`src/verilog/msd_pkg.sv`:
```
// Purpose: Shared constants for the switch input analog select block
// Assumes: 24-bit serial frames, command code in the top byte
// Notes: Inputs 0..13 are ground-switch, 14..21 the programmable group
package msd_pkg;
	localparam int NUM_INPUTS = 22;
	localparam int NUM_GROUND = 14;
	localparam int NUM_PROG = 8;
	localparam int FRAME_BITS = 24;
	localparam int CMD_LSB = 16;
	localparam int BANK_BIT = 15;
	localparam int ANA_MODE_LSB = 5;
	localparam logic [4:0] FRAME_COUNT = 5'h18;
	localparam logic [4:0] ANA_LIMIT = 5'h16;
	localparam logic [7:0] CMD_SETTINGS = 8'h01;
	localparam logic [7:0] CMD_METALLIC = 8'h02;
	localparam logic [7:0] CMD_WETTING = 8'h03;
	localparam logic [7:0] CMD_TRISTATE = 8'h04;
	localparam logic [7:0] CMD_ANALOG = 8'h05;
	localparam logic [7:0] CMD_SLEEP = 8'h0c;
	localparam logic [1:0] ANA_HIGHZ = 2'h0;
	localparam logic [1:0] ANA_LOW = 2'h1;
	localparam logic [1:0] ANA_HIGH = 2'h2;
	localparam logic [21:0] RST_TRISTATE = 22'h3f_ffff;
	localparam logic [21:0] RST_METALLIC = 22'h3f_ffff;
	localparam logic [21:0] RST_WETTING = 22'h3f_ffff;
	localparam logic [7:0] RST_SETTINGS = 8'hff;
	localparam logic [4:0] RST_ANA_SEL = 5'h00;
	typedef enum logic {MODE_NORMAL, MODE_SLEEP} msd_mode_t;
endpackage

```
`src/verilog/msd_frame_if.sv`:
```
// Purpose: Frame carrier between serial engine and control core
// Assumes: One clock domain, i_clock
// Notes: Pulses last one clock
`timescale 1ns/1ps
`default_nettype none
interface msd_frame_if;
	logic cs_fall;
	logic frame_done;
	logic [23:0] rx_word;
	logic [23:0] tx_word;
	logic so;
	logic so_oe;
	modport engine(output cs_fall, frame_done, rx_word, so, so_oe,
		input tx_word);
	modport core(input cs_fall, frame_done, rx_word, so, so_oe,
		output tx_word);
endinterface
`default_nettype wire

```
`src/verilog/msd_spi_engine.sv`:
```
// Purpose: Serial slave shifter, sampled on the system clock
// Assumes: Link clock idles low, data sampled on its rising edge
// Notes: Frames of other than 24 link clocks end without frame_done
`timescale 1ns/1ps
`default_nettype none
module msd_spi_engine
	import msd_pkg::*;
(
	// Clock and reset
	input wire logic i_clock,
	input wire logic i_reset,
	// Serial pins
	input wire logic i_sclk,
	input wire logic i_cs_n,
	input wire logic i_si,
	// Frame carrier
	msd_frame_if.engine frame
);
	logic [2:0] sclk_reg;
	logic [2:0] cs_reg;
	logic [1:0] si_reg;
	logic [23:0] shift_reg;
	logic [23:0] rx_reg;
	logic [4:0] count_reg;
	logic so_reg;
	logic so_oe_reg;
	logic done_reg;
	logic fall_reg;
	wire sclk_rise = sclk_reg[1] & ~sclk_reg[2];
	wire sclk_fall = ~sclk_reg[1] & sclk_reg[2];
	wire cs_fall = ~cs_reg[1] & cs_reg[2];
	wire cs_rise = cs_reg[1] & ~cs_reg[2];
	wire active = ~cs_reg[1];

	// Stage 0 of each synchroniser feeds only stage 1
	always_ff @(posedge i_clock) begin
		if (i_reset) begin
			sclk_reg <= 3'h0;
			cs_reg <= 3'h7;
			si_reg <= 2'h0;
		end else begin
			sclk_reg <= {sclk_reg[1:0], i_sclk};
			cs_reg <= {cs_reg[1:0], i_cs_n};
			si_reg <= {si_reg[0], i_si};
		end
	end

	always_ff @(posedge i_clock) begin
		if (i_reset) begin
			shift_reg <= 24'h00_0000;
			rx_reg <= 24'h00_0000;
			count_reg <= 5'h00;
			so_reg <= 1'b0;
			so_oe_reg <= 1'b0;
		end else if (cs_fall) begin
			shift_reg <= frame.tx_word;
			count_reg <= 5'h00;
			so_reg <= frame.tx_word[23];
			so_oe_reg <= 1'b1;
		end else if (cs_rise) begin
			so_oe_reg <= 1'b0;
		end else if (active && sclk_rise) begin
			rx_reg <= {rx_reg[22:0], si_reg[1]};
			count_reg <= (count_reg == 5'h1f) ? count_reg : count_reg + 5'h01;
		end else if (active && sclk_fall) begin
			shift_reg <= {shift_reg[22:0], 1'b0};
			so_reg <= shift_reg[22];
		end
	end

	always_ff @(posedge i_clock) begin
		if (i_reset) begin
			done_reg <= 1'b0;
			fall_reg <= 1'b0;
		end else begin
			done_reg <= cs_rise && (count_reg == FRAME_COUNT);
			fall_reg <= cs_fall;
		end
	end

	assign frame.cs_fall = fall_reg;
	assign frame.frame_done = done_reg;
	assign frame.rx_word = rx_reg;
	assign frame.so = so_reg;
	assign frame.so_oe = so_oe_reg;
endmodule
`default_nettype wire

```
`src/verilog/msd_switch_core.sv`:
```
// Purpose: Analog select, input drive programming, status and wake
// Assumes: Pins are asynchronous to i_clock and are synchronised here
// Notes: Per-input commands use bit 15 to pick ground or programmable bank
`timescale 1ns/1ps
`default_nettype none
module msd_switch_core
	import msd_pkg::*;
(
	// Clock and reset
	input wire logic i_clock,
	input wire logic i_reset,
	// Serial pins
	input wire logic i_sclk,
	input wire logic i_cs_n,
	input wire logic i_si,
	output logic o_so,
	output logic o_so_oe,
	// Supply and switch comparators
	input wire logic i_logic_supply_ok,
	input wire logic [21:0] i_switch_level,
	// Input drive controls
	output logic [21:0] o_source_enable,
	output logic [7:0] o_sink_enable,
	output logic [21:0] o_high_current,
	output logic [21:0] o_wetting_timer_enable,
	// Analog select and mode
	output logic [4:0] o_analog_select_output,
	output logic o_sleep,
	output logic o_so_invalid
);
	msd_frame_if frame();

	msd_spi_engine u_engine (
		.i_clock(i_clock),
		.i_reset(i_reset),
		.i_sclk(i_sclk),
		.i_cs_n(i_cs_n),
		.i_si(i_si),
		.frame(frame.engine)
	);

	function automatic logic [21:0] apply_bank(input logic [21:0] old,
		input logic [23:0] word);
		logic [21:0] res;
		res = old;
		if (word[BANK_BIT])
			res[21:14] = word[7:0];
		else
			res[13:0] = word[13:0];
		return res;
	endfunction

	logic [21:0] level_s1_reg;
	logic [21:0] level_reg;
	logic [1:0] supply_reg;
	logic [21:0] tristate_reg;
	logic [21:0] metallic_reg;
	logic [21:0] wetting_reg;
	logic [7:0] settings_reg;
	logic [4:0] ana_sel_reg;
	logic [1:0] ana_mode_reg;
	msd_mode_t mode_reg;
	msd_mode_t mode_next;
	logic invalid_reg;
	logic [23:0] tx_word_reg;
	logic [21:0] source_reg;
	logic [7:0] sink_reg;
	logic [21:0] high_reg;

	wire [7:0] cmd = frame.rx_word[23:CMD_LSB];
	wire normal = (mode_reg == MODE_NORMAL);
	wire take = frame.frame_done && normal;
	wire take_ana = take && (cmd == CMD_ANALOG) &&
		(frame.rx_word[4:0] < ANA_LIMIT);
	wire wake = frame.cs_fall && !normal && supply_reg[1];
	wire [21:0] tristate_next = (take && cmd == CMD_TRISTATE) ?
		apply_bank(tristate_reg, frame.rx_word) : tristate_reg;
	wire [21:0] metallic_next = (take && cmd == CMD_METALLIC) ?
		apply_bank(metallic_reg, frame.rx_word) : metallic_reg;
	wire [21:0] wetting_next = (take && cmd == CMD_WETTING) ?
		apply_bank(wetting_reg, frame.rx_word) : wetting_reg;
	wire [7:0] settings_next = (take && cmd == CMD_SETTINGS) ?
		frame.rx_word[7:0] : settings_reg;
	wire [21:0] status_w;
	wire [21:0] source_w;
	wire [7:0] sink_w;
	wire [21:0] high_w;

	always_comb begin
		mode_next = mode_reg;
		case (mode_reg)
			MODE_NORMAL: begin
				if (take && cmd == CMD_SLEEP)
					mode_next = MODE_SLEEP;
			end
			MODE_SLEEP: begin
				if (wake)
					mode_next = MODE_NORMAL;
			end
			default: mode_next = MODE_NORMAL;
		endcase
	end

	genvar gi;
	generate
		for (gi = 0; gi < NUM_INPUTS; gi++) begin : g_input
			wire is_ana = (ana_sel_reg == 5'(gi));
			wire closed;
			wire drive;
			if (gi < NUM_GROUND) begin : g_ground
				assign closed = ~level_reg[gi];
				assign drive = ~tristate_reg[gi];
			end else begin : g_prog
				wire to_batt = settings_reg[gi - NUM_GROUND];
				assign closed = to_batt ? level_reg[gi] : ~level_reg[gi];
				assign drive = ~tristate_reg[gi] & ~to_batt;
				// Analog use never sinks, so the pullup reading stays clean
				assign sink_w[gi - NUM_GROUND] = normal & ~is_ana &
					~tristate_reg[gi] & to_batt;
			end
			assign status_w[gi] = closed & ~is_ana;
			assign source_w[gi] = normal & (is_ana ?
				(ana_mode_reg != ANA_HIGHZ) : drive);
			assign high_w[gi] = is_ana ? (ana_mode_reg == ANA_HIGH) :
				metallic_reg[gi];
		end
	endgenerate

	always_ff @(posedge i_clock) begin
		if (i_reset) begin
			level_s1_reg <= 22'h00_0000;
			level_reg <= 22'h00_0000;
			supply_reg <= 2'h0;
		end else begin
			level_s1_reg <= i_switch_level;
			level_reg <= level_s1_reg;
			supply_reg <= {supply_reg[0], i_logic_supply_ok};
		end
	end

	always_ff @(posedge i_clock) begin
		if (i_reset) begin
			tristate_reg <= RST_TRISTATE;
			metallic_reg <= RST_METALLIC;
			wetting_reg <= RST_WETTING;
			settings_reg <= RST_SETTINGS;
			mode_reg <= MODE_NORMAL;
		end else begin
			tristate_reg <= tristate_next;
			metallic_reg <= metallic_next;
			wetting_reg <= wetting_next;
			settings_reg <= settings_next;
			mode_reg <= mode_next;
		end
	end

	always_ff @(posedge i_clock) begin
		if (i_reset) begin
			ana_sel_reg <= RST_ANA_SEL;
			ana_mode_reg <= ANA_HIGHZ;
		end else if (take_ana) begin
			ana_sel_reg <= frame.rx_word[4:0];
			ana_mode_reg <= frame.rx_word[ANA_MODE_LSB +: 2];
		end
	end

	// Asleep, the shifter is loaded with zeros, so a waking frame is blank
	always_ff @(posedge i_clock) begin
		if (i_reset) begin
			invalid_reg <= 1'b0;
			tx_word_reg <= 24'h00_0000;
		end else begin
			invalid_reg <= wake | (invalid_reg & ~frame.frame_done);
			tx_word_reg <= normal ? {2'h0, status_w} : 24'h00_0000;
		end
	end

	always_ff @(posedge i_clock) begin
		if (i_reset) begin
			source_reg <= 22'h00_0000;
			sink_reg <= 8'h00;
			high_reg <= 22'h00_0000;
		end else begin
			source_reg <= source_w;
			sink_reg <= sink_w;
			high_reg <= high_w & source_w;
		end
	end

	assign frame.tx_word = tx_word_reg;
	assign o_so = frame.so;
	assign o_so_oe = frame.so_oe;
	assign o_source_enable = source_reg;
	assign o_sink_enable = sink_reg;
	assign o_high_current = high_reg;
	assign o_wetting_timer_enable = wetting_reg;
	assign o_analog_select_output = ana_sel_reg;
	assign o_sleep = (mode_reg == MODE_SLEEP);
	assign o_so_invalid = invalid_reg;

	property p_sel_range;
		@(posedge i_clock) disable iff (i_reset)
		ana_sel_reg < ANA_LIMIT;
	endproperty
	a_sel_range: assert property (p_sel_range) else $error("select out of range");
	property p_sel_only_frame;
		@(posedge i_clock) disable iff (i_reset)
		$changed(ana_sel_reg) |-> $past(frame.frame_done) &&
			$past(cmd) == CMD_ANALOG && $past(normal);
	endproperty
	a_sel_only_frame: assert property (p_sel_only_frame) else $error("select moved");
	property p_sel_applied;
		@(posedge i_clock) disable iff (i_reset)
		take_ana |=> ana_sel_reg == $past(frame.rx_word[4:0]);
	endproperty
	a_sel_applied: assert property (p_sel_applied) else $error("select lost");
	property p_ana_status;
		@(posedge i_clock) disable iff (i_reset)
		normal |=> tx_word_reg[$past(ana_sel_reg)] == 1'b0;
	endproperty
	a_ana_status: assert property (p_ana_status) else $error("analog bit set");
	property p_reset_float;
		@(posedge i_clock) i_reset |=>
			o_source_enable == 22'h00_0000 && o_sink_enable == 8'h00;
	endproperty
	a_reset_float: assert property (p_reset_float) else $error("drive in reset");
	property p_prog_sink;
		@(posedge i_clock) disable iff (i_reset)
		normal && !tristate_reg[14] && settings_reg[0] && ana_sel_reg != 5'h0e
			|=> o_sink_enable[0] && !o_source_enable[14];
	endproperty
	a_prog_sink: assert property (p_prog_sink) else $error("no sink");
	property p_prog_source;
		@(posedge i_clock) disable iff (i_reset)
		normal && !tristate_reg[21] && !settings_reg[7] && ana_sel_reg != 5'h15
			|=> o_source_enable[21] && !o_sink_enable[7];
	endproperty
	a_prog_source: assert property (p_prog_source) else $error("no source");
	property p_ground_drive;
		@(posedge i_clock) disable iff (i_reset)
		normal && ana_sel_reg != 5'h01 |=>
			o_source_enable[1] == !$past(tristate_reg[1]);
	endproperty
	a_ground_drive: assert property (p_ground_drive) else $error("bad pullup");
	property p_open_load;
		@(posedge i_clock) disable iff (i_reset)
		normal && tristate_reg[1] && !level_reg[1] && ana_sel_reg != 5'h01
			|=> tx_word_reg[1];
	endproperty
	a_open_load: assert property (p_open_load) else $error("low not 1");
	property p_wetting;
		@(posedge i_clock) disable iff (i_reset)
		take && cmd == CMD_WETTING && frame.rx_word[BANK_BIT]
			|=> o_wetting_timer_enable[21:14] == $past(frame.rx_word[7:0]);
	endproperty
	a_wetting: assert property (p_wetting) else $error("wetting missed");
	property p_no_wake;
		@(posedge i_clock) disable iff (i_reset)
		!normal && frame.cs_fall && !supply_reg[1] |=> o_sleep;
	endproperty
	a_no_wake: assert property (p_no_wake) else $error("woke unpowered");
	property p_wake;
		@(posedge i_clock) disable iff (i_reset)
		!normal && frame.cs_fall && supply_reg[1] |=> !o_sleep && o_so_invalid;
	endproperty
	a_wake: assert property (p_wake) else $error("no wake");
	c_analog: cover property (@(posedge i_clock) take_ana);
	c_sleep: cover property (@(posedge i_clock) take && cmd == CMD_SLEEP);
	c_wake: cover property (@(posedge i_clock) wake);
	c_sink: cover property (@(posedge i_clock) o_sink_enable != 8'h00);
endmodule
`default_nettype wire

```
`config.mk`:
```
export PLATFORM = sky130hd
export DESIGN_NAME = msd_switch_core
export DESIGN_NICKNAME = d
export VERILOG_FILES = /design/src/verilog/msd_pkg.sv /design/src/verilog/msd_frame_if.sv /design/src/verilog/msd_spi_engine.sv /design/src/verilog/msd_switch_core.sv
export SDC_FILE = /design/constraint.sdc
export NUM_CORES = 1
export LEC_CHECK = 0
export BUFFER_PORTS_ARGS = -buffer_cell sky130_fd_sc_hd__buf_2
export CAP_MARGIN = 10
export CORE_MARGIN = 3
export CORE_UTILIZATION = 50
export DETAILED_ROUTE_END_ITERATION = 12
export GPL_ROUTABILITY_DRIVEN = 0
export GPL_TIMING_DRIVEN = 1
export PLACE_DENSITY = 0.73
export SKIP_LAST_GASP = 1
export SLEW_MARGIN = 5
export SYNTH_ARGS = -nofsm -noshare
export SYNTH_HDL_FRONTEND = slang
export SYNTH_SLANG_ARGS = --single-unit
```
`constraint.sdc`:
```
create_clock -name i_clock -period 1.7 [get_ports i_clock]
set_input_delay 0.085 -clock i_clock [delete_from_list [all_inputs] [get_ports i_clock]]
set_output_delay 0.085 -clock i_clock [all_outputs]
set_load 0.01 [all_outputs]
```
==> out/results.txt <==
run status = finished, violations left
failing checks = setup timing
area delta synth->final = 28.9%
CP Max Fanout = 8
synthesized instance count = 975
full die area = 0.0209 sq mm
diode count = 0
worst hold path class = input pin to register
post-synthesis cell type count = 45
worst-skew pair later-pin latency = 520 ps
Hold Vio Cnt, Final = 0
Slew Viols, Final = 0
max FFs per register = 24
Multi-input gate area = 0.00414 sq mm
PwrDens = 1080 mW/mm^2
CTS Sinks = 267
Final setup viols = 34
clk slew on worst S/H paths = 60 ps
DRT Wirelength = 23700 um
placed inst area = 0.0108 sq mm
1st-pass router iterations = 5
Initial Utilization = 51.1%
post-route insts no fill = 1405
top_reg_cell synth = dfxtp_1
Max H-tree Level = 1
syn nets = 1009
Ys Warns = 0
crit path time final = 1770 ps
IO Count = 111
Cell Area, Synth = 0.00960 sq mm
leak pwr = 0.00490 uW
largest net degree at the start of global routing = 100
layout cell share with drive strength beyond 1 = 25.1%
DR vias = 7469
Register Area = 0.00535 sq mm
Slew headroom = 66.4%
Routed WL per cell = 16.9 um
core box area = 0.0188 sq mm
crit path capture type = register
Bufs on Longest Clock Path = 3
Final ANT Viol Nets = 0
WS Path Type = register to register
Net count, final = 1185
# fillers = 1439
Synth async-reset ratio = 0%
drt drc = 0
Iter 0 DRT Violations = 509
TritonCTS clock tree = done
initial antenna violation count = 0
most frequent cells in the layout = 263 x dfxtp_1, 139 x nor2_1, 109 x buf_2, 98 x mux2i_1, 74 x nand2_1
vias in the first global route = 7096
Rows = 50
actual slew at the worst max-slew pin = 500 ps
Hold Path Cell Cnt = 3
die width = 145 um
Tot GR Track Use = 21.8%
sequential share of the synthesized area = 55.7%
HPWL Detailed = 15500 um
worst vdd ir = 0.000823 V
Port Buf Inserts = 110
Post-synth EDFFs = 0
global-route wire length before repair = 36500 um
#FFs+latches synth = 267
dpl cells = 1323
Design Area, Final = 0.0124 sq mm
Critical Path Start Type = register
critical path arrival = 2220 ps
worst reg2reg path depth = 6
Tcrit/Tclk final = 104%
Final Worst Setup Slack = -71.6 ps
max-cap violations = 0
mean area per synthesized cell = 9.85 sq um
most common cell after layout, fill and taps aside = dfxtp_1
CTS root buf = clkbuf_16
CTS Buf Count = 27
WP data required = 2150 ps
GRT overflow = 0
Vias/cell = 5.32
Clock Skew = 10.4 ps
RSZ-0062 raised after global routing = true
Fmax = 564 MHz
chip height = 145 um
-- logic make-up (layout without fill, tap and decap cells) --
kind of cell / count (synthesis) / count (layout) / share of synthesized area, %
compound gates: 114 / 114 / 7.03
mux: 103 / 103 / 10.8
buf+inv: 72 / 268 / 3.10
flops: 267 / 267 / 55.7
fa+ha+maj: 6 / 6 / 0.782
xor+xnor: 11 / 11 / 1.00
simple gates: 402 / 402 / 21.6
-- Yosys cell counts (2+ instances only) --
cell type  instances  area [sq um]
nand4_1            3          18.8
inv_1              8          30.0
dfxtp_1          267          5350
nand3b_2           2          22.5
nor4b_1            8          70.1
nand2b_1           6          37.5
o211ai_1           5          37.5
nor2b_1           56           350
nor3b_1            6          45.0
xor2_1            10          87.6
clkbuf_1          48           180
nor2_1           144           541
o21ai_0            7          35.0
ha_1               6          75.1
nor4_1             4          25.0
buf_6              2          22.5
nor4b_4            2          47.6
a21oi_1           67           335
nor3_1            33           165
nand3_1           18          90.1
or3b_2             8          70.1
buf_1              4          15.0
nor3b_4            2          37.5
a211oi_1          33           248
nand2_1           75           282
or2_2              5          31.3
mux2_2             5          56.3
nand3b_1          14           105
mux2i_1           98           981
and3_1             5          31.3
buf_2             10          50.1
-- worst paths after layout --
check | slack [ps] | from | endpoint
worst min-delay path | 310 | i_switch_level[12] | level_s1_reg[12]$_SDFF_PP0_
worst max-delay path | -70 | u_engine.frame.rx_word[21]$_SDFFE_PP0P_ | settings_reg[2]$_SDFFE_PP1P_
worst min register to register | 390 | level_reg[12]$_SDFF_PP0_ | frame.tx_word[12]$_SDFF_PP0_
worst max register to register | -70 | u_engine.frame.rx_word[21]$_SDFFE_PP0P_ | settings_reg[2]$_SDFFE_PP1P_
-- through the flow --
step / hold slack, ps / TNS (ps) / setup slack [ps] / util, % / total power [uW]
after floorplan: 189 / -1660 / -143 / - / 6800
after global placement: 275 / 0 / 8.42 / 57.8 / 6950
after detailed placement: 274 / -174 / -20.6 / 57.8 / 6960
after CTS: 279 / -422 / -48.1 / 64.7 / 13500
after global routing: 309 / -4880 / -160 / 65.9 / 13800
final: 313 / -991 / -71.6 / 65.9 / 13400
-- where the power goes --
group / switching (uW) / total (uW) / internal [uW]
Clock: 2450 / 6510 / 4060
Combinational: 274 / 485 / 211
Sequential: 41.8 / 6410 / 6370
-- critical path: stages (launching register included) --
cell     delay [ps]
dfxtp_2         320
or4_4           590
nor4b_4         280
buf_6           160
buf_12          170
nor3_4           50
a21oi_2         130
-- final cells by class --
class / instances / area share (%)
well taps: 234 / 2.37
inverters: 8 / 0.243
clock inverters: 15 / 1.99
multi-input cells: 636 / 33.5
clock buffers: 34 / 6.08
flip-flops and latches: 267 / 43.3
repair buffers: 211 / 12.6
-- layer usage --
layer	vias up	GRT usage (%)	part of all wire, %
li1	3665	-	-
met1	3559	29.1	43
met2	209	36.6	49
met3	36	3.57	5.6
met4	0	6.38	2.0
met5	-	0	0
-- repair_timing --
item / CTS / global route
setup buffers: 1 / 3
cloned: 0 / 2
hold buffers: 27 / 0
endpoints found under the setup margin: 31 / 83
endpoints found under the hold margin: 40 / 0
pin swaps: 1 / 5
gates resized for setup: 3 / 38
(Power assumes the default switching activity.)
